File: config.mk
export PLATFORM = sky130hd
export DESIGN_NAME = fmbc_top
export DESIGN_NICKNAME = d
export VERILOG_FILES = /design/src/hw/fmbc_pkg.sv /design/src/hw/fmbc_cc_file.sv /design/src/hw/fmbc_pair_unit.sv /design/src/hw/fmbc_top.sv
export SDC_FILE = /design/constraint.sdc
export NUM_CORES = 1
export LEC_CHECK = 0
export BUFFER_PORTS_ARGS = -buffer_cell sky130_fd_sc_hd__buf_2
export CORE_AREA = 2 2 294 296
export CTS_CLUSTER_DIAMETER = 100
export DETAILED_ROUTE_END_ITERATION = 7
export DIE_AREA = 0 0 296 298
export SKIP_CTS_REPAIR_TIMING = 1
export SKIP_LAST_GASP = 1
export SYNTH_ARGS = -nofsm -noshare
export SYNTH_HDL_FRONTEND = slang
export SYNTH_SLANG_ARGS = --single-unit
File: constraint.sdc
create_clock -name clk -period 15 [get_ports clk]
set_clock_uncertainty 0.2 [all_clocks]
set_input_delay 0.75 -clock clk [delete_from_list [all_inputs] [get_ports clk]]
set_output_delay 0.75 -clock clk [all_outputs]
set_load 0.02 [all_outputs]
File: src/hw/fmbc_pkg.sv
// Constants and types shared by the move and branch control block.
package fmbc_pkg;

   // ************************************************************
   // Widths
   // ************************************************************
   localparam int FPR_W   = 64;
   localparam int HALF_W  = 32;
   localparam int GPR_W   = 64;
   localparam int PC_W    = 64;
   localparam int OFFS_W  = 16;
   localparam int REGA_W  = 5;
   localparam int CC_N    = 8;
   localparam int CCSEL_W = 3;
   localparam int CSR_W   = 32;

   // ************************************************************
   // Control/status register fields
   // ************************************************************
   localparam int CSR_CC0_POS    = 23;
   localparam int CSR_CC17_LO    = 25;
   localparam int CSR_CC17_HI    = 31;
   localparam int CSR_SIGN_POS   = 19;
   localparam logic [CSR_W-1:0] CSR_RESET = 32'h0000_0000;

   // ************************************************************
   // Operand formats
   // ************************************************************
   typedef enum logic [2:0]
   {
      FMT_SINGLE,
      FMT_DOUBLE,
      FMT_WORD,
      FMT_LONG,
      FMT_PAIRED
   } fmbc_fmt_t;

   // ************************************************************
   // Operations
   // ************************************************************
   typedef enum logic [4:0]
   {
      OP_NONE,
      OP_FP_MOVE,
      OP_FP_ABS,
      OP_FP_NEG,
      OP_MOVE_CC_FALSE,
      OP_MOVE_CC_TRUE,
      OP_MOVE_GPR_NONZERO,
      OP_MOVE_GPR_ZERO,
      OP_BRANCH_CC_FALSE,
      OP_BRANCH_CC_TRUE,
      OP_BRANCH_LIKELY_FALSE,
      OP_BRANCH_LIKELY_TRUE,
      OP_GPR_MOVE_CC_FALSE,
      OP_GPR_MOVE_CC_TRUE,
      OP_ALIGN_VARIABLE,
      OP_PAIR_LL,
      OP_PAIR_LU,
      OP_PAIR_UL,
      OP_PAIR_UU,
      OP_COMPARE_WRITE,
      OP_CSR_WRITE
   } fmbc_op_t;

   // Byte offset of the paired align selector that picks the upper word.
   localparam logic [2:0] ALIGN_HALF_OFFS = 3'h4;

endpackage : fmbc_pkg

File: src/hw/fmbc_cc_file.sv
// Condition code file mapped onto the control/status register.
`timescale 1ns/1ps
module fmbc_cc_file
   import fmbc_pkg::*;
(
   // Clock and reset
   input  wire logic                 clk,
   input  wire logic                 rst_n,
   // Compare write
   input  wire logic                 cmp_we,
   input  wire logic [CCSEL_W-1:0]   cmp_sel,
   input  wire logic                 cmp_val,
   // Whole register write
   input  wire logic                 csr_we,
   input  wire logic [CSR_W-1:0]     csr_wdata,
   // State
   output logic      [CSR_W-1:0]     csr_q,
   output logic      [CC_N-1:0]      cc_bits
);

   logic [CSR_W-1:0] csr_d;
   logic [CSR_W-1:0] cmp_mask;

   // Bit 0 and bits 1..7 live in separate fields.
   assign cc_bits = {csr_q[CSR_CC17_HI:CSR_CC17_LO], csr_q[CSR_CC0_POS]};
   assign cmp_mask = (cmp_sel == 3'h0) ? (32'h1 << CSR_CC0_POS)
                   : (32'h1 << (CSR_CC17_LO + int'(cmp_sel) - 1)); // [RQ14]

   always_comb
   begin
      csr_d = csr_q;
      if (csr_we)
      begin
         csr_d = csr_wdata;
      end
      if (cmp_we)
      begin
         csr_d = cmp_val ? (csr_d | cmp_mask) : (csr_d & ~cmp_mask); // [RQ13]
      end
   end

   always_ff @(posedge clk or negedge rst_n)
   begin
      if (!rst_n)
      begin
         csr_q <= CSR_RESET;
      end
      else
      begin
         csr_q <= csr_d;
      end
   end

endmodule : fmbc_cc_file

File: src/hw/fmbc_pair_unit.sv
// Paired-single align and merge datapath.
`timescale 1ns/1ps
module fmbc_pair_unit
   import fmbc_pkg::*;
(
   // Operation
   input  wire fmbc_op_t             op,
   input  wire logic [2:0]           align_offs,
   // Operands
   input  wire logic [FPR_W-1:0]     src_a,
   input  wire logic [FPR_W-1:0]     src_b,
   // Result
   output logic      [FPR_W-1:0]     result,
   output logic                      valid
);

   logic [HALF_W-1:0] a_hi;
   logic [HALF_W-1:0] a_lo;
   logic [HALF_W-1:0] b_hi;
   logic [HALF_W-1:0] b_lo;
   logic              align_hi;

   assign a_hi = src_a[FPR_W-1:HALF_W];
   assign a_lo = src_a[HALF_W-1:0];
   assign b_hi = src_b[FPR_W-1:HALF_W];
   assign b_lo = src_b[HALF_W-1:0];
   assign align_hi = (align_offs == ALIGN_HALF_OFFS);

   always_comb
   begin
      valid = 1'b1;
      case (op)
         OP_PAIR_LL: result = {a_lo, b_lo}; // [RQ17]
         OP_PAIR_LU: result = {a_lo, b_hi}; // [RQ17]
         OP_PAIR_UL: result = {a_hi, b_lo}; // [RQ17]
         OP_PAIR_UU: result = {a_hi, b_hi}; // [RQ17]
         OP_ALIGN_VARIABLE:
            result = align_hi ? {a_lo, b_hi} : src_a; // [RQ16]
         default:
         begin
            result = '0;
            valid  = 1'b0;
         end
      endcase
   end

endmodule : fmbc_pair_unit

File: src/hw/fmbc_top.sv
// Move, conditional move, branch and pair control for the floating point unit.
//
// Contract
// RQ1 - Copy formatted values between floating registers.
// RQ2 - Issuer uses the move matching operand format.
// RQ3 - Sign-only abs and negate when control set.
// RQ4 - Conditional move always leaves named format.
// RQ5 - Wrong prior format gives undefined result.
// RQ6 - Move on code false or true.
// RQ7 - Move on general register nonzero or zero.
// RQ8 - Branches use PC-relative target and compare code.
// RQ9 - One delay slot executes when taken.
// RQ10 - Ordinary branch runs slot when not taken.
// RQ11 - Likely branch nullifies slot when not taken.
// RQ12 - Software should avoid likely branches.
// RQ13 - Eight condition code bits exist.
// RQ14 - Code bit 0 separate from bits 1..7.
// RQ15 - General register move conditioned on code.
// RQ16 - Variable align extracts an aligned pair.
// RQ17 - Four pair merge operations.
// RQ18 - Branch taken on false clear, true set.
// RQ19 - Paired forms act on both halves.
// RQ20 - Three-bit selector picks the code bit.
`timescale 1ns/1ps
module fmbc_top
   import fmbc_pkg::*;
(
   // Clock and reset
   input  wire logic                 clk,
   input  wire logic                 nrst,
   // Issued instruction
   input  wire logic                 issue_valid,
   input  wire fmbc_op_t             issue_op,
   input  wire fmbc_fmt_t            issue_fmt,
   input  wire logic [CCSEL_W-1:0]   issue_cc_sel,
   input  wire logic [REGA_W-1:0]    issue_dst,
   input  wire logic [2:0]           issue_align_offs,
   input  wire logic [PC_W-1:0]      issue_pc,
   input  wire logic [OFFS_W-1:0]    issue_offset,
   // Operands
   input  wire logic [FPR_W-1:0]     fpr_src_a,
   input  wire logic [FPR_W-1:0]     fpr_src_b,
   input  wire logic [FPR_W-1:0]     fpr_dst_old,
   input  wire logic [GPR_W-1:0]     gpr_test,
   input  wire logic [GPR_W-1:0]     gpr_src,
   input  wire logic [GPR_W-1:0]     gpr_dst_old,
   // Compare and control writes
   input  wire logic                 cmp_we,
   input  wire logic [CCSEL_W-1:0]   cmp_sel,
   input  wire logic                 cmp_val,
   input  wire logic                 csr_we,
   input  wire logic [CSR_W-1:0]     csr_wdata,
   // Floating register write back
   output logic                      fpr_we,
   output logic      [REGA_W-1:0]    fpr_waddr,
   output logic      [FPR_W-1:0]     fpr_wdata,
   output fmbc_fmt_t                 fpr_wfmt,
   // General register write back
   output logic                      gpr_we,
   output logic      [REGA_W-1:0]    gpr_waddr,
   output logic      [GPR_W-1:0]     gpr_wdata,
   // Branch outcome
   output logic                      br_valid,
   output logic                      br_taken,
   output logic      [PC_W-1:0]      br_target,
   output logic                      slot_nullify,
   // State
   output logic      [CSR_W-1:0]     csr_out
);

   // ************************************************************
   // Reset synchroniser
   // ************************************************************
   logic rst_s1_q;
   logic rst_n;

   // Reset takes hold at once but lets go only after two clock edges,
   // so every flop leaves reset on a clean edge.
   always_ff @(posedge clk or negedge nrst)
   begin
      if (!nrst)
      begin
         rst_s1_q <= 1'b0;
         rst_n    <= 1'b0;
      end
      else
      begin
         rst_s1_q <= 1'b1;
         rst_n    <= rst_s1_q;
      end
   end

   // ************************************************************
   // Functions
   // ************************************************************
   function automatic logic [HALF_W-1:0] sign_op
      (input logic [HALF_W-1:0] v, input logic neg);
      sign_op = neg ? {~v[HALF_W-1], v[HALF_W-2:0]}
                    : {1'b0, v[HALF_W-2:0]};
   endfunction : sign_op

   function automatic logic [FPR_W-1:0] sign_fmt
      (input logic [FPR_W-1:0] v, input fmbc_fmt_t f, input logic neg);
      logic [FPR_W-1:0] r;
      r = v;
      if (f == FMT_PAIRED)
      begin
         r = {sign_op(v[FPR_W-1:HALF_W], neg),
              sign_op(v[HALF_W-1:0], neg)}; // [RQ19]
      end
      else if (f == FMT_SINGLE)
      begin
         r = {v[FPR_W-1:HALF_W], sign_op(v[HALF_W-1:0], neg)};
      end
      else
      begin
         r = neg ? {~v[FPR_W-1], v[FPR_W-2:0]} : {1'b0, v[FPR_W-2:0]};
      end
      sign_fmt = r;
   endfunction : sign_fmt

   // ************************************************************
   // Condition codes
   // ************************************************************
   logic [CSR_W-1:0] csr_q;
   logic [CC_N-1:0]  cc_bits;
   logic             cc_sel_bit;
   logic             sign_only;

   fmbc_cc_file u_cc
   (
      .clk       (clk),
      .rst_n     (rst_n),
      .cmp_we    (cmp_we),
      .cmp_sel   (cmp_sel),
      .cmp_val   (cmp_val),
      .csr_we    (csr_we),
      .csr_wdata (csr_wdata),
      .csr_q     (csr_q),
      .cc_bits   (cc_bits)
   );

   assign cc_sel_bit = cc_bits[issue_cc_sel]; // [RQ20]
   assign sign_only  = csr_q[CSR_SIGN_POS];

   // ************************************************************
   // Pair unit
   // ************************************************************
   logic [FPR_W-1:0] pair_result;
   logic             pair_valid;

   fmbc_pair_unit u_pair
   (
      .op         (issue_op),
      .align_offs (issue_align_offs),
      .src_a      (fpr_src_a),
      .src_b      (fpr_src_b),
      .result     (pair_result),
      .valid      (pair_valid)
   );

   // ************************************************************
   // Decode
   // ************************************************************
   logic gpr_nz;
   logic cmove_cc;
   logic cmove_gpr;
   logic cmove_take;
   logic is_branch;
   logic is_likely;
   logic br_cond;
   logic is_gmove;
   logic gmove_take;
   logic sign_move;
   logic [PC_W-1:0]  target_d;

   assign gpr_nz    = (gpr_test != '0);
   assign cmove_cc  = (issue_op == OP_MOVE_CC_FALSE)
                    | (issue_op == OP_MOVE_CC_TRUE);
   assign cmove_gpr = (issue_op == OP_MOVE_GPR_NONZERO)
                    | (issue_op == OP_MOVE_GPR_ZERO);
   assign cmove_take =
        ((issue_op == OP_MOVE_CC_FALSE) & ~cc_sel_bit)   // [RQ6]
      | ((issue_op == OP_MOVE_CC_TRUE) & cc_sel_bit)     // [RQ6]
      | ((issue_op == OP_MOVE_GPR_NONZERO) & gpr_nz)     // [RQ7]
      | ((issue_op == OP_MOVE_GPR_ZERO) & ~gpr_nz);      // [RQ7]

   assign is_branch = (issue_op == OP_BRANCH_CC_FALSE)
                    | (issue_op == OP_BRANCH_CC_TRUE)
                    | (issue_op == OP_BRANCH_LIKELY_FALSE)
                    | (issue_op == OP_BRANCH_LIKELY_TRUE);
   assign is_likely = (issue_op == OP_BRANCH_LIKELY_FALSE)
                    | (issue_op == OP_BRANCH_LIKELY_TRUE);
   assign br_cond =
        ((issue_op == OP_BRANCH_CC_FALSE
          || issue_op == OP_BRANCH_LIKELY_FALSE) & ~cc_sel_bit) // [RQ18]
      | ((issue_op == OP_BRANCH_CC_TRUE
          || issue_op == OP_BRANCH_LIKELY_TRUE) & cc_sel_bit);  // [RQ18]

   // Target is relative to the delay-slot address, word offset.
   assign target_d = issue_pc + PC_W'(4)
                   + {{(PC_W-OFFS_W-2){issue_offset[OFFS_W-1]}},
                      issue_offset, 2'b00}; // [RQ8]

   assign is_gmove   = (issue_op == OP_GPR_MOVE_CC_FALSE)
                     | (issue_op == OP_GPR_MOVE_CC_TRUE);
   assign gmove_take =
        ((issue_op == OP_GPR_MOVE_CC_FALSE) & ~cc_sel_bit)
      | ((issue_op == OP_GPR_MOVE_CC_TRUE) & cc_sel_bit); // [RQ15]

   assign sign_move = (issue_op == OP_FP_ABS) | (issue_op == OP_FP_NEG);

   // ************************************************************
   // Floating result selection
   // ************************************************************
   logic              fpr_we_d;
   logic [FPR_W-1:0]  fpr_wdata_d;

   always_comb
   begin
      fpr_we_d    = 1'b0;
      fpr_wdata_d = fpr_src_a;
      if (issue_valid)
      begin
         if (issue_op == OP_FP_MOVE)
         begin
            fpr_we_d = 1'b1; // [RQ1] [RQ19]
         end
         else if (sign_move && sign_only)
         begin
            fpr_we_d    = 1'b1;
            fpr_wdata_d = sign_fmt(fpr_src_a, issue_fmt,
                                   issue_op == OP_FP_NEG); // [RQ3]
         end
         else if (cmove_cc || cmove_gpr)
         begin
            // The destination is rewritten either way, tagged with the
            // named format; an old value of another format is passed
            // through unchanged and is therefore undefined. [RQ5]
            fpr_we_d    = 1'b1; // [RQ4]
            fpr_wdata_d = cmove_take ? fpr_src_a : fpr_dst_old;
         end
         else if (pair_valid)
         begin
            fpr_we_d    = 1'b1;
            fpr_wdata_d = pair_result;
         end
      end
   end

   // ************************************************************
   // Output registers
   // ************************************************************
   always_ff @(posedge clk or negedge rst_n)
   begin
      if (!rst_n)
      begin
         fpr_we       <= 1'b0;
         fpr_waddr    <= '0;
         fpr_wdata    <= '0;
         fpr_wfmt     <= FMT_SINGLE;
         gpr_we       <= 1'b0;
         gpr_waddr    <= '0;
         gpr_wdata    <= '0;
         br_valid     <= 1'b0;
         br_taken     <= 1'b0;
         br_target    <= '0;
         slot_nullify <= 1'b0;
      end
      else
      begin
         fpr_we    <= fpr_we_d;
         fpr_waddr <= issue_dst;
         fpr_wdata <= fpr_wdata_d;
         fpr_wfmt  <= pair_valid ? FMT_PAIRED : issue_fmt;
         gpr_we    <= issue_valid & is_gmove;
         gpr_waddr <= issue_dst;
         gpr_wdata <= gmove_take ? gpr_src : gpr_dst_old; // [RQ15]
         br_valid  <= issue_valid & is_branch;
         br_taken  <= issue_valid & is_branch & br_cond; // [RQ9]
         br_target <= target_d;
         // Ordinary branches never nullify; likely ones only untaken.
         slot_nullify <= issue_valid & is_likely & ~br_cond; // [RQ10] [RQ11]
      end
   end

   // The register copy is sent out through a flop of its own, one
   // cycle behind the condition code file.
   always_ff @(posedge clk or negedge rst_n)
   begin
      if (!rst_n)
      begin
         csr_out <= CSR_RESET;
      end
      else
      begin
         csr_out <= csr_q;
      end
   end

endmodule : fmbc_top

# After elaboration in Yosys (flattened, before gate mapping)

Cells that the tools add are included.

Add/subtract/negate cells: 4
$mul: 0
Divide/modulo/power cells: 0
$lt $le $gt $ge: 1
Equality and inequality tests: 20
Shifts and indexed selects: 1
Muxes and demuxes: 27
Bitwise operators: 34
Reduce and logical (&&, ||, !) cells: 8

Operators with widths:

| operator                                                              | number |
|---|---|
| 64-bit 2-to-1 mux                                                     | 11 |
| 64-bit case mux with 5 select lines                                   | 1 |
| 32-bit 2-to-1 mux                                                     | 6 |
| 64-bit by 3-bit adder with 64-bit output (second input constant)      | 1 |
| 64-bit adder                                                          | 1 |
| 64-bit nonzero test                                                   | 1 |
| 5-bit by 4-bit == test with 1-bit output (second input constant)      | 8 |
| 32-bit bitwise AND                                                    | 1 |
| 32-bit inverter                                                       | 1 |
| 32-bit bitwise OR                                                     | 1 |
| 1-bit by 32-bit << shifter with 32-bit output (first input constant)  | 1 |
| 32-bit by 2-bit subtractor with 32-bit output (second input constant) | 1 |
| 5-bit by 3-bit == test with 1-bit output (second input constant)      | 4 |
| 5-bit == test (second input constant)                                 | 3 |
| 1-bit bitwise AND                                                     | 13 |
| 1-bit bitwise OR                                                      | 13 |
| 5-bit by 2-bit == test with 1-bit output (second input constant)      | 2 |
| 1-bit 2-to-1 mux                                                      | 7 |
| 5-bit by 3-bit adder with 6-bit output (first input constant)         | 1 |
| 3-bit == test (second input constant)                                 | 2 |
| 3-bit zero test                                                       | 2 |
| 5-bit by 1-bit == test with 1-bit output (second input constant)      | 1 |
| 1-bit inverter                                                        | 5 |
| 5-bit OR reduction                                                    | 1 |
| 5 further kinds                                                       | 7 |

Register bits after elaboration: 271
Bits in latches: 0
Bits in writable memories: 0
Bits in read-only memories: 0
Bits of input ports: 524
Output and inout port bits: 242
Memories: 0

# Depth between registers and ports, before layout

Gate-level depths: netlist of run 1.

Depth in word-level cells: 12
Depth in mapped cells: 14
Mapped depth without buffers: 14

# Modules after synthesis

A second synthesis of run 1 with hierarchy kept.

Cells, all modules: 1563
Area total of the unflattened synthesis: 16499.6 um^2

Modules (own cells, without submodules):

| module         | times used | cells an instance | area an instance (um^2) |
|---|---|---|---|
| fmbc_top       | 1          | 1345              | 13970.9 |
| fmbc_cc_file   | 1          | 91                | 1435.1 |
| fmbc_pair_unit | 1          | 127               | 1093.5 |

# Least setup slack after synthesis of run 1

No wires, ideal clock.

Path kind: input -> register
Start: in issue_pc[4]
End: reg br_target[40]
Library setup time: 0.122 ns
Data arrival time: 3.289 ns
Data required time: 14.678 ns
Slack: 11.389 ns
Cell stages on the path: 11
Buffers on the path: 0
Cell sequence: ha_1 > ha_1 > a211oi_1 > nor4_1 > a311oi_2 > o31ai_2 > a221oi_2 > o21a_1 > o21ai_1 > or3_1 > o2111a_1

Longest elaborated chain between the ends: 2

Ends and longest elaborated chain:

| what                                     | RTL line        | RTL |
|---|---|---|
| start, declared                          | fmbc_top.sv:38  | `input wire logic [PC_W-1:0] issue_pc,` |
| 64-bit by 3-bit adder with 64-bit output | fmbc_top.sv:201 | `assign target_d = issue_pc + PC_W'(4)` |
| 64-bit adder                             | fmbc_top.sv:202 | `+ {{(PC_W-OFFS_W-2){issue_offset[OFFS_W-1]}},` |
| net target_d[40]                         | fmbc_top.sv:175 | `logic [PC_W-1:0] target_d;` |
| end signal, assigned                     | fmbc_top.sv:281 | `br_target <= target_d;` |
| end, declared                            | fmbc_top.sv:65  | `output logic [PC_W-1:0] br_target,` |

The timed path passes the listed nets, and every way through them passes these cells.

# Worst setup path in the final report of run 1

Start: in issue_offset[15]
End: reg br_target[63]

Longest elaborated chain between the ends: 1

Ends and longest elaborated chain:

| what             | RTL line        | RTL |
|---|---|---|
| start, declared  | fmbc_top.sv:39  | `input wire logic [OFFS_W-1:0] issue_offset,` |
| 64-bit adder     | fmbc_top.sv:202 |  |
| net target_d[63] | fmbc_top.sv:175 |  |

The timed path passes the listed nets, and every way through them passes these cells.

==> results.md, run 1 <==
- Outcome: finished clean
- Post-synthesis cell area: ~15000 um^2
- Switching share of total power: about a third
- Floorplan die area: between 80000 and 90000 um^2
- Relative contribution of the clock network to total power: approximately 36%
- Routed WL per cell: about 25 um
- Count of flip-flops with a built-in enable after synthesis: 0
- Remaining DRCs: 0
- Worst hold slack after final layout: 109 ps
- Combinational share of power: 28.8%
- Top cell family by delay on the critical path: compound AO/OA/AOI/OAI gates
- Count of routing violations after the opening detailed-route iteration: 1123
- Top library cells by usage in the layout, fill and taps aside: 765 x sky130_fd_sc_hd__buf_2, 270 x sky130_fd_sc_hd__dfrtp_1, 193 x sky130_fd_sc_hd__nand2_1
- Setup repair after global routing missed its margin: false
- Number of unique standard cell types used by synthesis: 72
- Number of cells on the worst reg-to-reg path: 9
- Starting utilization of the core area: 18.1%
- Pre-Repair DR Iteration Count: 5
- Cell count after synthesis: between 1500 and 2000
- Buffer cell driving the clock tree root: sky130_fd_sc_hd__clkbuf_16
- Max-Slew Margin vs Limit: 25.6%
- Register-to-Register Setup Slack: roughly 11000 ps
- Commonest non-fill, non-tap cell in the layout: sky130_fd_sc_hd__buf_2
- Lkg Pwr: 10.5 nW
- GP Congestion: 0.959
- Cell internal power dissipation: ~1.6 mW
- Leading cell types by total area after synthesis: sky130_fd_sc_hd__dfrtp_1 44%, sky130_fd_sc_hd__ha_1 10%, sky130_fd_sc_hd__nand2_1 4.7%
- Synth warn: 0
- Vias in the first global route: between 15000 and 20000
- Cell count along the critical path: 13
- Endpoint type of the worst setup path: register
- Net switching power: ~0.87 mW
- Setup Total Neg Slack: 0 ps
- Maximum number of pins on one net before global-route repair: 65
- Final number of hold-violating endpoints: 0
- Post-synthesis mux area share: 7.18%
- Maximum ir drop on the vdd rail: approximately 0.090 mV
- Simple-gate area share of the yosys netlist: a little over an eighth
- Half-perimeter wire length of the detailed placement result: 73100 um
- Pin slew with the least headroom to its limit: approximately 1100 ps
- Setup-violating endpoint count in the final report: 0
- Die Y-Extent: 298 um
- Data required time of the worst path: approximately 15000 ps
- Dominant combinational cell family by area after synthesis: compound AO/OA/AOI/OAI gates
- Clock Sinks: around 270
- Dominant cell type by area after synthesis: sky130_fd_sc_hd__dfrtp_1
- Primary flip-flop cell chosen by synthesis mapping: sky130_fd_sc_hd__dfrtp_1
- Category of the worst setup path launch point: input port
- Initial antenna violation count: 59
- Post-CTS clock slew at the launch and capture registers of the worst setup and hold paths: 50 ps
- Worst hold path startpoint: issue_pc[0]
- Compound-gate portion of the synthesized area: a little under a fifth
- Fraction of post-synthesis cell area in the top cell type by area: between 40 and 50%
- Mean post-synth cell area: a little under 10 um^2
- Hold WC Path Type: in2reg
- Area growth from synthesis to final layout: 41.8%
- Htree depth: 2
- Overflow left after global routing: 0
- I/O pin count: 766
- Power share of the sequential group: 34.8%
- Arr. time, crit path: 4200 ps
- Cell-by-cell listing of the critical path: buf_2 -> buf_4 -> ha_1 -> ha_1 -> a21oi_1 -> o21ai_0 -> a211oi_1 -> o211ai_1 -> o211ai_1 -> a21oi_2 -> a41oi_1 -> a311oi_1 -> xnor2_1
- Port-buffer cells: approximately 770
- Reg-to-Reg End: fpr_wdata[2]$_DFF_PN0_
- Total clock buffers created by CTS: 36
- Layout Cells excl Fill: between 3000 and 4000
- Routed vias: roughly 16000
- Upper clock frequency limit: 250 MHz
- CP endpoint: br_target[63]$_DFF_PN0_
- Final ANT Viol Nets: 0
- Synthesized netlist net count: roughly 2200
- Max-Cap Viols: 0
- Clock period minus final worst setup slack: 3990 ps
- Flops & latches, synth: approximately 270
- Die width: approximately 300 um
- Slowest library cell on the worst path: sky130_fd_sc_hd__buf_4
- Launch point of the critical path: issue_offset[15]
- Proportion of layout cells with a drive suffix above 1: between 40% and 50%
- Sequential share of the synthesized area: approximately 44%
- Setup slack after layout: ~11000 ps
- Clock latency on the worst-skew pair: 550 ps
- Dpl ws: between 10000 and 15000 ps
- Critical path type: in2reg
- Core region area: around 85000 um^2
- First-pass GRT wire length: 118000 um
- Post-synthesis xor/xnor area fraction: between 3 and 4%
- Std cell rows: between 100 and 150
- Max incr delay on CP: 480 ps
- Synthesized-area fraction occupied by adder cells: between 10% and 20%
- Vias/cell: between 4 and 5
- Final Net Count: a little under 3000
- Count of buffering cells on the critical path with inverters included: 2
- Deepest clock path buffer count: 3
- GRT Total Usage: roughly a fifth
- Ratio of final minimum period to clock period: 26.6%
- Pwr per Cell Area: about 110 nW/um^2
- Crit Path Max Fanout: 47
- Launching point of the worst reg2reg path: u_cc.csr_q[26]$_DFF_PN0_
- Async SR Flop Fraction: 100%
- Number of pins exceeding their max-slew limit in the final report: 0
- TritonCTS clock tree: yes
- Sum of routed wire length over all layers: 87900 um
- Placed instance count: between 3000 and 4000
## layout make-up
cell class                      instances  area [um^2]
Inverter                               24         90.1
Sequential cell                       271         6790
Antenna cell                           19         47.5
Timing Repair Buffer                  789         4010
Tap cell                             1144         1430
Multi-Input combinational cell       1186         8210
Clock buffer                           55         1100
Clock inverter                         11          150
Fill cell                            9334        63000
## stage by stage
step | power (mW) | utilization, % | instance area [um^2]
4_1_cts | 2.52 | 25.7 | 21800
3_3_place_gp | 1.59 | 24.2 | 20500
5_1_grt | 2.61 | 25.7 | 21800
3_5_place_dp | 1.59 | 24.2 | 20500
6_report | 2.49 | 25.7 | 21800
2_1_floorplan | 1.27 | - | 15400
## cells in the mapped netlist, types with 8 or more instances
master / n
sky130_fd_sc_hd__mux2i_1: 34
sky130_fd_sc_hd__a31oi_1: 9
sky130_fd_sc_hd__o21bai_1: 13
sky130_fd_sc_hd__a21oi_1: 113
sky130_fd_sc_hd__nor2_1: 113
sky130_fd_sc_hd__o21ai_0: 111
sky130_fd_sc_hd__nor3_1: 17
sky130_fd_sc_hd__xor2_1: 23
sky130_fd_sc_hd__mux2_2: 63
sky130_fd_sc_hd__and3_1: 15
sky130_fd_sc_hd__o21ai_1: 29
sky130_fd_sc_hd__nand3_1: 26
sky130_fd_sc_hd__a22oi_1: 34
sky130_fd_sc_hd__clkbuf_1: 61
sky130_fd_sc_hd__xnor2_1: 37
sky130_fd_sc_hd__nand2_1: 193
sky130_fd_sc_hd__nor4_1: 20
sky130_fd_sc_hd__nand4_1: 19
sky130_fd_sc_hd__nor2b_1: 8
sky130_fd_sc_hd__inv_1: 24
sky130_fd_sc_hd__a21o_1: 44
sky130_fd_sc_hd__o211ai_1: 9
sky130_fd_sc_hd__ha_1: 127
sky130_fd_sc_hd__buf_2: 9
sky130_fd_sc_hd__and2_1: 9
sky130_fd_sc_hd__dfrtp_1: 271
sky130_fd_sc_hd__a221oi_1: 34
## worst min path at each step
stage / endpoint / slack (ps) / cells after the start
floorplan: rst_n$_DFF_PN0_ / 130 / 0
global placement: csr_out[4]$_DFF_PN0_ / 140 / 0
detailed placement: rst_n$_DFF_PN0_ / 140 / 0
CTS: rst_s1_q$_DFF_PN0_ / -280 / 1
global route: gpr_waddr[0]$_DFF_PN0_ / 60 / 1
finish: br_target[0]$_DFF_PN0_ / 110 / 1
## flip-flops by register name, indices dropped and copies added, names as in the netlist
| register | flops |
|---|---|
| br_target | 64 |
| fpr_wdata | 64 |
| gpr_wdata | 64 |
| csr_out | 32 |
| u_cc.csr_q | 32 |
| gpr_waddr | 5 |
| fpr_wfmt | 3 |
| br_taken | 1 |
| br_valid | 1 |
| fpr_we | 1 |
| gpr_we | 1 |
| rst_n | 1 |
| rst_s1_q | 1 |
| slot_nullify | 1 |
## cells by family (layout without fill, tap and decap cells)
logic type,after synthesis,in the layout
other,1,20
multiplexers,100,100
AO/OA/AOI/OAI,449,449
XOR/XNOR,61,61
buffers and inverters,107,879
AND/OR/NAND/NOR,447,447
flip-flops,271,271
adder cells (fa/ha/maj),128,128
## power groups by stage
stage	registers (mW)	logic, mW	clock network, mW
after floorplan	0.987	0.278	0
after global placement	0.879	0.715	0
after detailed placement	0.879	0.714	0
after CTS	0.868	0.719	0.937
after global routing	0.876	0.773	0.959
final	0.867	0.717	0.906
## layer usage
layer  up-vias  GRT usage (%)  part of all wire (%)
met2       745           31.8                    48
met3       171           5.32                   8.4
met5         -              0                  0.15
li1       7210              -                     -
met1      7611           22.7                    39
met4        20           8.02                   4.7
No activity file was read; power rests on OpenSTA's default activity.
==> inputs of run 2 (changes only) <==
==> constraint.sdc (replaced) <==
create_clock -name clk -period 3.8 [get_ports clk]
set_clock_uncertainty 0.2 [all_clocks]
set_input_delay 0.19 -clock clk [delete_from_list [all_inputs] [get_ports clk]]
set_output_delay 0.19 -clock clk [all_outputs]
set_load 0.02 [all_outputs]
==> run 2 against run 1 <==
The run now ends with negative hold slack left. First-iteration DRC count is 28% higher. Worst hold slack got worse by 120 ps. Critical path depth shrank 2. Flip-flop and latch count is the same. Worst setup slack worse by 11000 ps.
==> results.md, run 2 (same netlist as run 1, synthesis figures left out) <==
- Met2 wirelength from detailed routing: around 42000 um
- Core region area: approximately 85000 um^2
- Max incr delay on CP: roughly 600 ps
- First-pass GRT wire length: roughly 110000 um
- Top sig layer: met5
- Final ANT Viol Nets: 0
- Hold WC Path Type: in2reg
- Routed vias: between 15000 and 20000
- I/O pin count: around 770
- TritonCTS clock tree: yes
- Worst hold path startpoint: fpr_src_b[7]
- Die Y-Extent: a little under 300 um
- Die width: slightly below 300 um
- Number of cells on the worst reg-to-reg path: 11
- Setup-violating endpoint count in the final report: 0
- Data required time of the worst path: 4010 ps
- Category of the worst setup path launch point: register
- Routed WL per cell: ~24 um
- Total clock buffers created by CTS: 38
- Clock latency on the worst-skew pair: 560 ps
- Number of pins exceeding their max-slew limit in the final report: 0
- Register-to-Register Setup Slack: approximately 100 ps
- Pre-Repair DR Iteration Count: 5
- Max-Slew Margin vs Limit: between 20 and 25%
- Port-buffer cells: around 770
- Slowest library cell on the worst path: sky130_fd_sc_hd__dlygate4sd3_1
- Reg-to-Reg End: fpr_wdata[42]$_DFF_PN0_
- Crit-path most repeated cell: sky130_fd_sc_hd__buf_12
- Remaining DRCs: 0
- Max-Cap Viols: 0
- Sum of routed wire length over all layers: between 90000 and 100000 um
- Post-CTS clock slew at the launch and capture registers of the worst setup and hold paths: about 60 ps
- Count of routing violations after the opening detailed-route iteration: ~1400
- Lkg Pwr: roughly 12 nW
- Maximum number of pins on one net before global-route repair: between 100 and 150
- Deepest clock path buffer count: 3
- Vias in the first global route: around 15000
- Overflow left after global routing: 0
- Maximum ir drop on the vdd rail: between 0.2 and 0.3 mV
- Outcome: finished with violations
- Detail Route met3 WL: about 9700 um
- Final design utilization: 30.3%
- Clock Sinks: about 270
- Arr. time, crit path: 3910 ps
- Finished Cell Area: approximately 26000 um^2
- Buffer cell driving the clock tree root: sky130_fd_sc_hd__clkbuf_16
- Failing checks: negative hold slack
- Proportion of layout cells with a drive suffix above 1: ~36%
- Htree depth: 2
- Setup Total Neg Slack: 0 ps
- Pwr per Cell Area: 403 nW/um^2
- Number of stages on the worst hold path: 6
- Pin slew with the least headroom to its limit: ~1100 ps
- Critical path type: reg2reg
- GP Congestion: between 0.9 and 1
- Total power consumption of the routed design: between 10 and 15 mW
- Upper clock frequency limit: around 270 MHz
- Destination of the worst hold path: fpr_wdata[7]$_DFF_PN0_
- Vias/cell: approximately 4.5
- Largest regs: br_target: 64 flops, fpr_wdata: 64 flops, gpr_wdata: 64 flops
- Top library cells by usage in the layout, fill and taps aside: 765 x sky130_fd_sc_hd__buf_2, 351 x sky130_fd_sc_hd__dlygate4sd3_1, 270 x sky130_fd_sc_hd__dfrtp_1
- Half-perimeter wire length of the detailed placement result: 71100 um
- Initial antenna violation count: 47
- GRT Total Usage: 18.4%
- Layout Cells excl Fill: around 3900
- Setup slack after layout: about 100 ps
- Starting utilization of the core area: 18.1%
- Endpoint type of the worst setup path: register
- Std cell rows: 107
- Launching point of the worst reg2reg path: u_cc.csr_q[26]$_DFF_PN0_
- Floorplan die area: slightly below 90000 um^2
- Cell-by-cell listing of the critical path: mux4_2 -> mux2i_1 -> xnor2_2 -> nor2_1 -> a2111oi_4 -> buf_12 -> o21ai_2 -> buf_12 -> nand2_1 -> o21ai_1 -> dlygate4sd3_1
- Final Net Count: 3349
- Area growth from synthesis to final layout: 67.0%
- Commonest non-fill, non-tap cell in the layout: sky130_fd_sc_hd__buf_2
- Placed instance count: about 3500
- Total cell area at the placement stage: about 21000 um^2
- Worst hold slack after final layout: -11.5 ps
- Dpl ws: -61.9 ps
- Clock period minus final worst setup slack: around 3700 ps
- M1 wire length: ~34000 um
- Ratio of final minimum period to clock period: 97.4%
- Crit Path Max Fanout: 31
- Final number of hold-violating endpoints: 2
[run 2: cell count changes in the layout (fill, tap and decap cells not counted), moves of 2 or more]
cell                            change
sky130_fd_sc_hd__buf_12             +9
sky130_fd_sc_hd__buf_4             +28
sky130_fd_sc_hd__bufinv_16          +2
sky130_fd_sc_hd__clkbuf_1           +2
sky130_fd_sc_hd__clkbuf_8           -9
sky130_fd_sc_hd__diode_2            -6
sky130_fd_sc_hd__dlygate4sd3_1    +350
sky130_fd_sc_hd__inv_6              +2
[run 2: worst max-delay path by stage]
stage / startpoint / endpoint / slack, ps / depth (start not counted)
floorplan: issue_pc[4] / br_target[40]$_DFF_PN0_ / 750 / 11
global placement: gpr_test[21] / fpr_wdata[9]$_DFF_PN0_ / -20 / 13
detailed placement: gpr_test[21] / fpr_wdata[9]$_DFF_PN0_ / -60 / 13
CTS: u_cc.csr_q[26]$_DFF_PN0_ / fpr_wdata[9]$_DFF_PN0_ / 380 / 10
global route: issue_offset[1] / br_target[63]$_DFF_PN0_ / -60 / 15
finish: u_cc.csr_q[26]$_DFF_PN0_ / fpr_wdata[42]$_DFF_PN0_ / 100 / 11
[run 2: layer usage]
layer  up-vias  track usage (%)
met1      8323             21.5
met3       235             6.86
met4        22             7.22
met5         -                0
li1       7970                -
met2       939             30.4
[run 2: final cells by class]
cell class | count | area [um^2]
repair buffers | 1176 | 7910
clock inverters | 17 | 236
diodes | 13 | 32.5
fillers | 8886 | 59200
clock buffers | 49 | 1010
multi-input cells | 1186 | 8210
inverters | 24 | 90.1
well taps | 1144 | 1430
flip-flops and latches | 271 | 6790
[run 2: power by group]
group	internal [mW]	switching [mW]
Sequential	3.26	0.163
Combinational	1.33	1.96
Clock	2.18	1.49
[run 2: worst max-delay path: cells and delay by family, from the launching register on]
family,cells,cell delay [ps]
flip-flops,1,490
multiplexers,2,800
AO/OA/AOI/OAI,3,560
XOR/XNOR,1,210
buffers and inverters,3,1030
AND/OR/NAND/NOR,2,230
